<file path="src/gpm_defines.svh">
`ifndef GPM_DEFINES_SVH
`define GPM_DEFINES_SVH

// register byte addresses
`define GPM_P2_POL_ADDR      32'h400200A4
`define GPM_P2_IRQA_ADDR     32'h400200A8
`define GPM_P2_IRQB_ADDR     32'h400200AC
`define GPM_P2_STAT_ADDR     32'h400200B0
`define GPM_P3_FUNC_ADDR     32'h400200C0
`define GPM_P3_DRV_ADDR      32'h400200C4
`define GPM_P3_PULL_ADDR     32'h400200C8

// reset values
`define GPM_P2_RST           16'h0000
`define GPM_P3_FUNC_RST      32'h00000000
`define GPM_P3_BIT_RST       15'h0000

// writable field masks; reserved bits read as zero
`define GPM_P3_FUNC_MASK     32'h3FFFFFFF
`define GPM_P3_BIT_MASK      15'h7FFF

// field width and positions
`define GPM_FN_W             2
`define GPM_P2_LSB           0
`define GPM_P3_LSB           0

// pins on which each alternate code is a listed encoding
`define GPM_ALT1_PINS        15'h3FFF
`define GPM_ALT2_PINS        15'h70C0
`define GPM_ALT3_PINS        15'h00F0

// bus responses
`define GPM_RESP_OKAY        2'h0
`define GPM_RESP_SLVERR      2'h2

`endif

</file>
<file path="src/gpm_pkg.sv">
package gpm_pkg;

    typedef enum logic [1:0] {
        GPM_FN_GPIO = 2'h0,
        GPM_FN_ALT1 = 2'h1,
        GPM_FN_ALT2 = 2'h2,
        GPM_FN_ALT3 = 2'h3
    } gpm_fn_type;

    typedef struct packed {
        logic [31:0] awaddr;
        logic        awvalid;
        logic [31:0] wdata;
        logic [3:0]  wstrb;
        logic        wvalid;
        logic        bready;
        logic [31:0] araddr;
        logic        arvalid;
        logic        rready;
    } gpm_axi_req_type;

    typedef struct packed {
        logic        awready;
        logic        wready;
        logic        bvalid;
        logic [1:0]  bresp;
        logic        arready;
        logic        rvalid;
        logic [31:0] rdata;
        logic [1:0]  rresp;
    } gpm_axi_rsp_type;

    // index 0..2 stands for codes 01, 10, 11
    typedef logic [2:0][14:0] gpm_alt_type;

    typedef struct packed {
        logic [14:0] out;
        logic [14:0] oe;
        logic [14:0] pull;
    } gpm_pad_type;

endpackage : gpm_pkg

</file>
<file path="src/gpm_top.sv">
// Design decision made here: the AXI4-Lite register port.
`timescale 1ns/1ps
`default_nettype none
`include "gpm_defines.svh"

module gpm_top
    import gpm_pkg::*;
#(
    parameter int P2_W = 16,
    parameter int P3_W = 15
) (
    // clock and reset
    input  wire logic            ref_clk,
    input  wire logic            srst,
    // register bus
    input  wire gpm_axi_req_type axi_req,
    output var  gpm_axi_rsp_type axi_rsp,
    // port 2 pins and interrupts
    input  wire logic [P2_W-1:0] p2_pin_i,
    output var  logic            irq_a,
    output var  logic            irq_b,
    output var  logic            irq,
    // port 3 pads
    input  wire logic [P3_W-1:0] p3_pad_in,
    output var  gpm_pad_type     p3_pad,
    // port 3 gpio data
    input  wire logic [P3_W-1:0] p3_gpio_out,
    output var  logic [P3_W-1:0] p3_gpio_in,
    // port 3 peripheral signals
    input  wire gpm_alt_type     alt_out,
    input  wire gpm_alt_type     alt_oe,
    output var  gpm_alt_type     alt_in
);

    // ---- bus state
    logic            aw_held_r,  aw_held_nxt;
    logic            w_held_r,   w_held_nxt;
    logic [31:0]     awaddr_r,   awaddr_nxt;
    logic [31:0]     wdata_r,    wdata_nxt;
    logic [3:0]      wstrb_r,    wstrb_nxt;
    gpm_axi_rsp_type rsp_r,      rsp_nxt;
    logic            wr_fire;
    logic            wr_hit;

    // ---- register state
    logic [P2_W-1:0] pol_r,      pol_nxt;
    logic [P2_W-1:0] mask_a_r,   mask_a_nxt;
    logic [P2_W-1:0] mask_b_r,   mask_b_nxt;
    logic [P2_W-1:0] stat_r,     stat_nxt;
    logic [31:0]     func_r,     func_nxt;
    logic [P3_W-1:0] drv_r,      drv_nxt;
    logic [P3_W-1:0] pull_r,     pull_nxt;
    logic [31:0]     be;
    logic [P2_W-1:0] clr_bits;

    // ---- pin state
    logic [P2_W-1:0] p2_s1_r,    p2_s2_r,   p2_prev_r;
    logic [P2_W-1:0] edge_hit;
    logic [P3_W-1:0] p3_s1_r,    p3_s2_r;
    gpm_pad_type     pad_r,      pad_nxt;
    gpm_alt_type     alt_in_r,   alt_in_nxt;
    logic [P3_W-1:0] gin_r;
    logic            irq_a_r,    irq_b_r,   irq_r;
    logic            irq_a_nxt,  irq_b_nxt;

    function automatic logic [31:0] merge(input logic [31:0] old_v,
                                          input logic [31:0] new_v,
                                          input logic [31:0] m);
        merge = (old_v & ~m) | (new_v & m);
    endfunction : merge

    // ---- AXI4-Lite slave
    // one write and one read in flight; address and data taken in either order
    always_comb begin
        aw_held_nxt = aw_held_r;
        w_held_nxt  = w_held_r;
        awaddr_nxt  = awaddr_r;
        wdata_nxt   = wdata_r;
        wstrb_nxt   = wstrb_r;
        rsp_nxt     = rsp_r;
        wr_fire     = 1'b0;
        if (axi_req.awvalid && rsp_r.awready) begin
            aw_held_nxt = 1'b1;
            awaddr_nxt  = axi_req.awaddr;
        end
        if (axi_req.wvalid && rsp_r.wready) begin
            w_held_nxt = 1'b1;
            wdata_nxt  = axi_req.wdata;
            wstrb_nxt  = axi_req.wstrb;
        end
        if (rsp_r.bvalid && axi_req.bready) begin
            rsp_nxt.bvalid = 1'b0;
        end
        if (aw_held_r && w_held_r && !rsp_r.bvalid) begin
            wr_fire        = 1'b1;
            aw_held_nxt    = 1'b0;
            w_held_nxt     = 1'b0;
            rsp_nxt.bvalid = 1'b1;
            rsp_nxt.bresp  = wr_hit ? `GPM_RESP_OKAY : `GPM_RESP_SLVERR;
        end
        rsp_nxt.awready = !aw_held_nxt && !rsp_nxt.bvalid;
        rsp_nxt.wready  = !w_held_nxt && !rsp_nxt.bvalid;
        if (rsp_r.rvalid && axi_req.rready) begin
            rsp_nxt.rvalid = 1'b0;
        end
        if (axi_req.arvalid && rsp_r.arready) begin
            rsp_nxt.rvalid = 1'b1;
            rsp_nxt.rresp  = `GPM_RESP_OKAY;
            case (axi_req.araddr)
                `GPM_P2_POL_ADDR:  rsp_nxt.rdata = {16'h0000, pol_r};
                `GPM_P2_IRQA_ADDR: rsp_nxt.rdata = {16'h0000, mask_a_r};
                `GPM_P2_IRQB_ADDR: rsp_nxt.rdata = {16'h0000, mask_b_r};
                `GPM_P2_STAT_ADDR: rsp_nxt.rdata = {16'h0000, stat_r};
                `GPM_P3_FUNC_ADDR: rsp_nxt.rdata = func_r;
                `GPM_P3_DRV_ADDR:  rsp_nxt.rdata = {17'h00000, drv_r};
                `GPM_P3_PULL_ADDR: rsp_nxt.rdata = {17'h00000, pull_r};
                default: begin
                    rsp_nxt.rdata = 32'h00000000;
                    rsp_nxt.rresp = `GPM_RESP_SLVERR;
                end
            endcase
        end
        rsp_nxt.arready = !rsp_nxt.rvalid;
    end

    always_ff @(posedge ref_clk) begin
        if (srst) begin
            aw_held_r <= 1'b0;
            w_held_r  <= 1'b0;
            awaddr_r  <= 32'h00000000;
            wdata_r   <= 32'h00000000;
            wstrb_r   <= 4'h0;
            rsp_r     <= '0;
        end else begin
            aw_held_r <= aw_held_nxt;
            w_held_r  <= w_held_nxt;
            awaddr_r  <= awaddr_nxt;
            wdata_r   <= wdata_nxt;
            wstrb_r   <= wstrb_nxt;
            rsp_r     <= rsp_nxt;
        end
    end

    assign axi_rsp = rsp_r;

    // ---- register file
    always_comb begin
        be         = {{8{wstrb_r[3]}}, {8{wstrb_r[2]}}, {8{wstrb_r[1]}}, {8{wstrb_r[0]}}};
        pol_nxt    = pol_r;
        mask_a_nxt = mask_a_r;
        mask_b_nxt = mask_b_r;
        func_nxt   = func_r;
        drv_nxt    = drv_r;
        pull_nxt   = pull_r;
        clr_bits   = '0;
        wr_hit     = 1'b1;
        case (awaddr_r)
            `GPM_P2_POL_ADDR: begin
                if (wr_fire) pol_nxt = (pol_r & ~be[P2_W-1:0])
                                     | (wdata_r[P2_W-1:0] & be[P2_W-1:0]);
            end
            `GPM_P2_IRQA_ADDR: begin
                if (wr_fire) mask_a_nxt = (mask_a_r & ~be[P2_W-1:0])
                                        | (wdata_r[P2_W-1:0] & be[P2_W-1:0]);
            end
            `GPM_P2_IRQB_ADDR: begin
                if (wr_fire) mask_b_nxt = (mask_b_r & ~be[P2_W-1:0])
                                        | (wdata_r[P2_W-1:0] & be[P2_W-1:0]);
            end
            `GPM_P2_STAT_ADDR: begin
                if (wr_fire) clr_bits = wdata_r[P2_W-1:0] & be[P2_W-1:0];
            end
            `GPM_P3_FUNC_ADDR: begin
                if (wr_fire) func_nxt = merge(func_r, wdata_r, be)
                                        & `GPM_P3_FUNC_MASK;
            end
            `GPM_P3_DRV_ADDR: begin
                if (wr_fire) drv_nxt = ((drv_r & ~be[P3_W-1:0])
                                     | (wdata_r[P3_W-1:0] & be[P3_W-1:0]))
                                     & `GPM_P3_BIT_MASK;
            end
            `GPM_P3_PULL_ADDR: begin
                if (wr_fire) pull_nxt = ((pull_r & ~be[P3_W-1:0])
                                      | (wdata_r[P3_W-1:0] & be[P3_W-1:0]))
                                      & `GPM_P3_BIT_MASK;
            end
            default: wr_hit = 1'b0;
        endcase
        // a new edge wins over a clear in the same cycle; masks play no part
        stat_nxt = (stat_r & ~clr_bits) | edge_hit;
    end

    always_ff @(posedge ref_clk) begin
        if (srst) begin
            pol_r    <= `GPM_P2_RST;
            mask_a_r <= `GPM_P2_RST;
            mask_b_r <= `GPM_P2_RST;
            stat_r   <= `GPM_P2_RST;
            func_r   <= `GPM_P3_FUNC_RST;
            drv_r    <= `GPM_P3_BIT_RST;
            pull_r   <= `GPM_P3_BIT_RST;
        end else begin
            pol_r    <= pol_nxt;
            mask_a_r <= mask_a_nxt;
            mask_b_r <= mask_b_nxt;
            stat_r   <= stat_nxt;
            func_r   <= func_nxt;
            drv_r    <= drv_nxt;
            pull_r   <= pull_nxt;
        end
    end

    // ---- port 2 edge capture and interrupts
    // prev starts at zero, so a pin already high at release looks like a rising edge
    always_comb begin
        edge_hit  = (pol_r & p2_s2_r & ~p2_prev_r)
                  | (~pol_r & ~p2_s2_r & p2_prev_r);
        irq_a_nxt = |(stat_nxt & mask_a_nxt);
        irq_b_nxt = |(stat_nxt & mask_b_nxt);
    end

    always_ff @(posedge ref_clk) begin
        if (srst) begin
            p2_s1_r   <= '0;
            p2_s2_r   <= '0;
            p2_prev_r <= '0;
            irq_a_r   <= 1'b0;
            irq_b_r   <= 1'b0;
            irq_r     <= 1'b0;
        end else begin
            p2_s1_r   <= p2_pin_i;
            p2_s2_r   <= p2_s1_r;
            p2_prev_r <= p2_s2_r;
            irq_a_r   <= irq_a_nxt;
            irq_b_r   <= irq_b_nxt;
            irq_r     <= irq_a_nxt | irq_b_nxt;
        end
    end

    assign irq_a = irq_a_r;
    assign irq_b = irq_b_r;
    assign irq   = irq_r;

    // ---- port 3 function multiplexer
    // code index c-1: 14 audio word clk / 13 data,beep N / 12 bit clk,beep P
    // 11..8 LCD seg 32..29; 7 UART rx, timer C, SPI1 CS; 6 UART tx, timer B, SPI1 MOSI
    // 5 I2C SDA, SPI1 MISO; 4 I2C SCL, SPI1 SCLK; 3..0 SPI0 CS, MOSI, MISO, SCLK
    // unlisted codes fall back to gpio so a bad setting cannot drive a stray signal
    localparam logic [2:0][14:0] ALT_PINS = {`GPM_ALT3_PINS, `GPM_ALT2_PINS, `GPM_ALT1_PINS};

    always_comb begin
        gpm_fn_type fn;
        logic       alt_ok;
        logic [1:0] ci;
        fn         = GPM_FN_GPIO;
        alt_ok     = 1'b0;
        ci         = 2'h0;
        pad_nxt    = '0;
        alt_in_nxt = '0;
        for (int i = 0; i < P3_W; i++) begin
            fn     = gpm_fn_type'(func_r[i*`GPM_FN_W +: `GPM_FN_W]);
            ci     = 2'(fn) - 2'h1;
            alt_ok = (fn != GPM_FN_GPIO) && ALT_PINS[ci][i];
            if (alt_ok) begin
                pad_nxt.out[i]      = alt_out[ci][i];
                pad_nxt.oe[i]       = alt_oe[ci][i];
                alt_in_nxt[ci][i]   = p3_s2_r[i];
            end else begin
                pad_nxt.out[i]      = p3_gpio_out[i];
                pad_nxt.oe[i]       = drv_r[i];
            end
            pad_nxt.pull[i] = pull_r[i];
        end
    end

    always_ff @(posedge ref_clk) begin
        if (srst) begin
            p3_s1_r  <= '0;
            p3_s2_r  <= '0;
            pad_r    <= '0;
            alt_in_r <= '0;
            gin_r    <= '0;
        end else begin
            p3_s1_r  <= p3_pad_in;
            p3_s2_r  <= p3_s1_r;
            pad_r    <= pad_nxt;
            alt_in_r <= alt_in_nxt;
            gin_r    <= p3_s2_r;
        end
    end

    assign p3_pad     = pad_r;
    assign alt_in     = alt_in_r;
    assign p3_gpio_in = gin_r;

endmodule : gpm_top
`default_nettype wire

</file>
<file path="config.mk">
export PLATFORM = sky130hd
export DESIGN_NAME = gpm_top
export DESIGN_NICKNAME = d
export VERILOG_FILES = /design/src/gpm_pkg.sv /design/src/gpm_top.sv
export VERILOG_INCLUDE_DIRS = /design/src
export SDC_FILE = /design/constraint.sdc
export NUM_CORES = 1
export LEC_CHECK = 0
export BUFFER_PORTS_ARGS = -buffer_cell sky130_fd_sc_hd__buf_4
export CAP_MARGIN = 20
export CORE_AREA = 5 5 266 138
export DETAILED_ROUTE_END_ITERATION = 10
export DIE_AREA = 0 0 271 143
export GPL_ROUTABILITY_DRIVEN = 0
export GPL_TIMING_DRIVEN = 0
export PLACE_DENSITY = 0.75
export SYNTH_ARGS = -nofsm -noshare
export SYNTH_HDL_FRONTEND = slang
export SYNTH_SLANG_ARGS = --single-unit
</file>
<file path="constraint.sdc">
create_clock -name ref_clk -period 2.47 [get_ports ref_clk]
set_input_delay 0.3705 -clock ref_clk [delete_from_list [all_inputs] [get_ports ref_clk]]
set_output_delay 0.3705 -clock ref_clk [all_outputs]
set_load 0.05 [all_outputs]
</file>
* Word level (Yosys, flattened, before mapping)
Index checks and enable logic that the tools add are counted.
Cells by class: add/subtract/negate cells 15, magnitude comparators 30, equality and inequality tests 14, multiplexer cells 198, bitwise operators 33, reductions and logical operators 67
Operators by type and width (count):
- $bmux W15 S2 | 45
- $mux W45 | 15
- $bwmux W45 | 14
- $demux W15 S2 | 15
- $eq A32 B31 Y1 const B | 14
- $pmux W30 S7 | 1
- $and A16 B16 Y16 | 11
- $mux W16 | 6
- $not A16 Y16 | 5
- $or A16 B16 Y16 | 5
- $and A30 B30 Y30 | 2
- $mux W15 | 4
- $mux W14 | 4
- $mux W13 | 4
- $mux W12 | 4
- $and A15 B15 Y15 | 3
- $and A45 B45 Y45 | 1
- $lt A2 B3 Y1 const B | 15
- $mux W11 | 4
- $mux W1 | 42
- $mux W10 | 4
- $logic_and A1 B1 Y1 | 39
- $mux W9 | 4
- $mux W35 | 1
- other kinds (19) | 95
Word-level totals: register bits after elaboration 419, output and inout port bits 149, logic and storage cells 392

* Depth between registers and ports, before layout
Gate-level depths: netlist of run 1.
depth in word-level cells 35, depth in mapped cells 9

* Worst setup path after synthesis of run 1
OpenSTA, ideal clock, no wires.
path type flip-flop to flip-flop, start point register awaddr_r[24], end point register irq_r, in the netlist irq, setup time 133 ps, arrival time 2436 ps, required time 2337 ps, path slack -99 ps, cell stages (with the launch flop) 8, cells stage by stage dfxtp_1 or4_4 nor4_4 nand4_4 mux2i_1 o22ai_1 nor4_2 a31oi_1
Between the ends: word-level cells in the longest chain between the ends 8, elaborated cells on any way between the ends 14
RTL lines:
- start: declaration | RTL line gpm_top.sv:38 | logic [31:0] awaddr_r, awaddr_nxt;
- start signal: assignment | RTL line gpm_top.sv:137 | awaddr_r <= awaddr_nxt;
- $eq A32 B31 Y1 | RTL line gpm_top.sv:157 | case (awaddr_r)
- $mux W16 | RTL line gpm_top.sv:157
- $not A16 Y16 | RTL line gpm_top.sv:190 | stat_nxt = (stat_r & ~clr_bits) | edge_hit;
- $and A16 B16 Y16 | RTL line gpm_top.sv:190
- $or A16 B16 Y16 | RTL line gpm_top.sv:190
- $and A16 B16 Y16 (on tied branches) | RTL line gpm_top.sv:218, gpm_top.sv:219
- $reduce_or A16 Y1 (on tied branches) | RTL line gpm_top.sv:218, gpm_top.sv:219
- $or A1 B1 Y1 * | RTL line gpm_top.sv:236 | irq_r <= irq_a_nxt | irq_b_nxt;
- end signal: assignment | RTL line gpm_top.sv:236
- end: declaration | RTL line gpm_top.sv:63 | logic irq_a_r, irq_b_r, irq_r;
Every way passes the cells marked *; elsewhere a longest branch is shown, timed or not. A chain may end at the register's enable or synchronous reset.

* Worst setup path in the final report of run 1
Same ends and word-level chain as after synthesis.

==> out/qor.yml, run 1 <==
final_layout:
  layout_common_cells: "buf_4 (421), dfxtp_1 (411), nand2_1 (197)"
  layout_commonest_cell: "buf_4"
  fillers: 2630
  postLayoutCellArea_um2: 22200
  syn_to_final_growth_pct: 36.8
  nets: 2514
  drive_gt1_frac: 0.282
  multi_input_area_um2: 7980
  final_cells: 2698
  register_area_um2: 8310
  final_util: 0.651
sta:
  finalCritPeriodShare: 1.17
  worst_pin_slew_ps: 1110
  setup_tns_ps: -7530
  fmax_ghz: 0.347
  setup_viol: 66
  min_period_ps: 2880
  drv_slew: 0
  fin_ws_ps: -412
  hold_viol_final: 0
  rsz0062_at_grt: "yes"
  relSlewSlack: 0.260
  whs_ps: 31.9
  clock_skew_ps: 24.3
clocking:
  clkTransAtPathRegs_ps: 70
  root_buffer: "clkbuf_16"
  clockBufferDepth: 3
  numCtsBuffers: 38
  cts_tree: "built"
  worstSkewPairLatency_ps: 560
  cts.htree.levels: 2
  clock-sinks: 415
hold_path:
  hold_start: "p2_pin_i[11]"
  hold_class: "input port to register"
  whs_endpoint: "p2_s1_r[11]"
  hold_depth: 2
floorplan:
  start_util: 0.476
  coreArea_um2: 34100
  dieArea_um2: 38800
  rows: 48
  die_y_um: 143
  io_pins: 392
  die_width_um: 271
global_route:
  antenna_found_initial: 1
  grt_first_pass_wirelength_um: 86200
  grt_usage: 0.290
  grt_pass1_vias: 14099
  globalRoute.totalOverflow: 0
  grt_max_degree: 17
placed_design:
  port-buffer-count: 377
  dpl.hpwl_um: 45600
  place_area_um2: 19600
  dp.cells: 2584
route:
  wl_per_cell_um: 22.7
  drc: 0
  drtAntennaViolNets: 0
  vias: 15462
  wl_met3_um: 8150
  via_per_inst: 5.73
  drtIter0Drc: 2380
  drtPass1Iterations: 8
  wl_met1_um: 25500
  topRoutingLayerUsed: "met5"
  wl_um: 61200
  routed-wl-met2_um: 25100
critical_path:
  arrival_ps: 3240
  cp.required_ps: 2830
  cp-end-kind: "register"
  start_kind: "register"
  worstReg2RegEnd: "irq"
  rrSetupSlack_ps: -410
  path_max_fanout: 6
  r2r_cells: 9
  path_class: "register to register"
  r2r_start: "awaddr_r[24]"
outcome:
  status: "finished, violations left"
  violations: "setup timing"
power_and_ir_drop:
  power.density_nw_per_um2: 651
  power.leakage_nw: 9.30
  ir_drop_mv: 0.431
synthesis:
  synth_seq_cells: 415
  synth_flop_cell: "dfxtp_1"
  syn_inst: 1754
  synth_edf_count: 0
  yosysUniqueCellTypes: 49
  syn_area_um2: 16200
  ys_async_sr_fraction: 0
  yosysSeqAreaShare: 0.513
  syn_area_per_cell_um2: 9.23
  yosysWarnings: 0
run:
  maxCapViolCount: 0
-- cell type report --
cell class	instances	area share
Antenna cell	1	0.000113
Multi-Input combinational cell	1186	0.360
Tap cell	450	0.0254
Timing Repair Buffer	431	0.152
Sequential cell	415	0.375
Clock buffer	51	0.0502
Inverter	46	0.00779
Clock inverter	14	0.00819
Buffer	104	0.0212
-- cell usage after synthesis (4+ instances only) --
master	n	share of area
ha_1	49	0.038
nor4b_1	5	0.0027
a21oi_1	143	0.044
nor4_4	4	0.0053
a222oi_1	16	0.0099
nand4_1	18	0.0070
o21ai_0	18	0.0056
inv_1	46	0.011
and3_1	26	0.010
dfxtp_1	415	0.51
nor2_1	202	0.047
nor4_1	13	0.0050
o22ai_1	8	0.0031
nor2b_1	117	0.045
a22oi_1	31	0.014
a31oi_1	20	0.0077
a41oi_1	16	0.0087
nand2b_1	4	0.0015
nand2_1	206	0.048
and2_1	27	0.010
a211oi_1	22	0.010
a2bb2oi_1	16	0.0087
buf_4	4	0.0019
buf_1	5	0.0012
mux2_2	9	0.0063
o31ai_1	16	0.0074
a21o_1	17	0.0079
nor3b_1	10	0.0046
nor3_1	8	0.0025
nand3_1	36	0.011
mux2i_1	97	0.060
clkbuf_1	98	0.023
-- logic make-up (layout without fill, tap and decap cells) --
group	Yosys count	in the layout	synth area share
buffers and inverters	156	646	0.0373
AOI/OAI and AO/OA	325	325	0.129
and+or+nand+nor	702	702	0.217
other	1	5	0.000232
adders and majority gates	49	49	0.0378
muxes	106	106	0.0662
DFF	415	415	0.513
-- per-stage QoR --
| step | total power (W) | setup WS (ps) |
|---|---|---|
| after detailed placement | 0.00812 | -958 |
| after global placement | 0.00809 | -898 |
| after global routing | 0.0148 | -442 |
| final | 0.0144 | -412 |
| after CTS | 0.0143 | -335 |
| after floorplan | 0.00757 | -85.1 |
-- where the power goes --
group	leakage (nW)	switching, W	total (W)	internal, W
Sequential	3.37	0.0000880	0.00692	0.00684
Clock	0.634	0.00263	0.00620	0.00358
Combinational	5.29	0.000723	0.00129	0.000569
-- worst max-delay path by stage --
stage	start	end	slack, ps	cells past startpoint
2_1_floorplan	awaddr_r[16]	irq	-90	7
6_report	awaddr_r[24]	irq	-410	9
3_5_place_dp	awaddr_r[8]	register	-960	8
4_1_cts	awaddr_r[21]	irq	-340	9
5_1_grt	awaddr_r[24]	irq	-440	9
3_3_place_gp	awaddr_r[8]	register	-900	8
-- routing by layer --
metal  vias to the layer above  GRT usage
met4                         8     0.0757
met2                      1038      0.419
li1                       6986          -
met3                       237      0.119
met5                         -     0.0167
met1                      7193      0.402
-- timing repair --
| action | in CTS | in global routing |
|---|---|---|
| hold buffers | 0 | 0 |
| setup endpoints to repair | 127 | 65 |
| pin swaps | 20 | 40 |
| gates resized for setup | 71 | 95 |
| gates cloned | 1 | 1 |
| buffers inserted | 32 | 20 |
-- critical path, cell delays in order, from the launching register on --
cell,delay (ps)
dfxtp_2,320
or4_4,570
or3_4,440
buf_16,160
buf_12,140
o31ai_4,210
a2bb2oi_2,130
nor4_2,310
and4_4,290
a31oi_2,110
(Power assumes the default switching activity.)
==> run 2, diff against run 1 <==
Settings changed: BUFFER_PORTS_ARGS -buffer_cell sky130_fd_sc_hd__buf_4 to -buffer_cell sky130_fd_sc_hd__buf_2.
==> out/qor.yml, run 2 (same netlist as run 1, synthesis figures left out) <==
outcome:
  status: "finished, violations left"
  violations: "setup timing"
run:
  maxCapViolCount: 0
floorplan:
  start_util: 0.476
  die_y_um: 143
  io_pins: 392
  rows: 48
  dieArea_um2: 38800
  coreArea_um2: 34100
  die_width_um: 271
critical_path:
  arrival_ps: 3240
  cp-end-kind: "register"
  r2r_start: "awaddr_r[23]"
  cp.required_ps: 2840
  path_delay_family: "simple AND/OR/NAND/NOR gates"
  worstReg2RegEnd: "irq"
  rrSetupSlack_ps: -400
  start_kind: "register"
  crit_chain: "or4_4 -> or3_4 -> buf_12 -> buf_4 -> o31ai_4 -> a2bb2oi_2 -> nor4_2 -> and4_4 -> a31oi_2"
  path_buf_inv: 2
  path_max_fanout: 6
  critPathSlowestCell: "or4_4"
  r2r_cells: 9
  path_class: "register to register"
  slowest_delay_ps: 560
clocking:
  cts_hold_buf: 0
  cts.htree.levels: 2
  numCtsBuffers: 37
  clockBufferDepth: 3
  clock-sinks: 415
  cts_tree: "built"
  clkTransAtPathRegs_ps: 60
  root_buffer: "clkbuf_16"
  worstSkewPairLatency_ps: 550
placed_design:
  port-buffer-count: 377
  dpl.hpwl_um: 44800
  dp.cells: 2584
  place_area_um2: 18700
final_layout:
  layout_commonest_cell: "dfxtp_1"
  layout_common_cells: "dfxtp_1 (411), buf_2 (380), nand2_1 (200)"
  nets: 2493
  postLayoutCellArea_um2: 21100
  drive_gt1_frac: 0.274
  final_cells: 2680
  fillers: 2731
  syn_to_final_growth_pct: 30.1
sta:
  setup_viol: 3
  fin_ws_ps: -398
  drv_slew: 0
  fmax_ghz: 0.349
  worst_pin_slew_ps: 1090
  relSlewSlack: 0.272
  hold_viol_final: 0
  finalCritPeriodShare: 1.16
  rsz0062_at_grt: "yes"
  min_period_ps: 2870
  clock_skew_ps: 26.8
global_route:
  grt_pass1_vias: 14432
  grt_usage: 0.291
  globalRoute.totalOverflow: 0
  grt_max_degree: 16
  grt_first_pass_wirelength_um: 87300
  antenna_found_initial: 4
hold_path:
  hold_start: "p2_pin_i[5]"
  whs_endpoint: "p2_s1_r[5]"
  hold_depth: 2
  hold_class: "input port to register"
power_and_ir_drop:
  power.leakage_nw: 8.98
  power.density_nw_per_um2: 670
  ir_drop_mv: 0.416
route:
  wl_per_cell_um: 22.4
  vias: 15271
  drtPass1Iterations: 8
  wl_um: 60000
  via_per_inst: 5.70
  drtIter0Drc: 2089
  drtAntennaViolNets: 0
  drc: 0
-- run 2: cell count changes in the layout (fill, tap and decap cells not counted), moves of 4 or more --
cell,change
buf_4,-391
buf_2,+379
mux2i_4,+9
mux2i_2,-6
a21oi_1,+5
a21oi_2,-5
clkbuf_8,+5
clkbuf_2,-4
-- run 2: what timing repair did --
action / in CTS / in global routing
pin swaps: 30 / 15
endpoints found under the hold margin: 0 / 0
setup buffers: 24 / 9
gates resized for setup: 95 / 73
setup endpoints to repair: 120 / 123
gates cloned: 2 / 0
-- run 2: final cells by class --
type / count / area [um2] / area share
clock inverter: 8 / 104 / 0.00493
clock buffer: 58 / 1170 / 0.0553
tap: 450 / 563 / 0.0267
antenna: 2 / 5.00 / 0.000238
sequential: 415 / 8310 / 0.395
inverter: 46 / 173 / 0.00819
buffer: 103 / 473 / 0.0224
multi-input combinational: 1186 / 8020 / 0.381
timing repair buffer: 412 / 2260 / 0.107
-- run 2: metal layers --
layer,wire (um),vias to the layer above,GRT usage
met5,54,-,0
met4,2150,6,0.0886
met3,8180,204,0.127
met2,24600,985,0.421
met1,25000,7138,0.395
li1,-,6938,-
-- run 2: worst max-delay path by stage --
stage	startpoint	end	slack, ps	depth (start not counted)
final	awaddr_r[23]	irq	-400	9
after global routing	awaddr_r[23]	irq_b	-400	10
after CTS	awaddr_r[23]	irq	-270	12
after detailed placement	awaddr_r[8]	register	-990	8
after global placement	awaddr_r[8]	register	-920	8
after floorplan	awaddr_r[16]	irq	-90	7
-- run 2: power by group --
part	total, W	internal (W)	switching (W)
Clock	0.00605	0.00347	0.00259
Sequential	0.00692	0.00684	0.0000858
Combinational	0.00114	0.000428	0.000708
-- run 2: per-stage QoR --
step                      power, W  setup WS [ps]  TNS (ps)  hold slack [ps]   util
after global placement     0.00797           -923    -90160              417  0.549
after global routing        0.0145           -398     -1600             17.5  0.619
after CTS                   0.0140           -271      -779             19.6  0.609
after detailed placement   0.00800           -994   -103470              422  0.549
after floorplan            0.00757          -85.1     -1000              414      -
final                       0.0141           -398     -1130             33.7  0.619
-- run 2: worst register-to-register path: cells and delay by family, from the launching register on --
kind            cells  cell delay (ps)
flops               1              320
simple gates        4             1570
buf+inv             2              330
compound gates      3              480
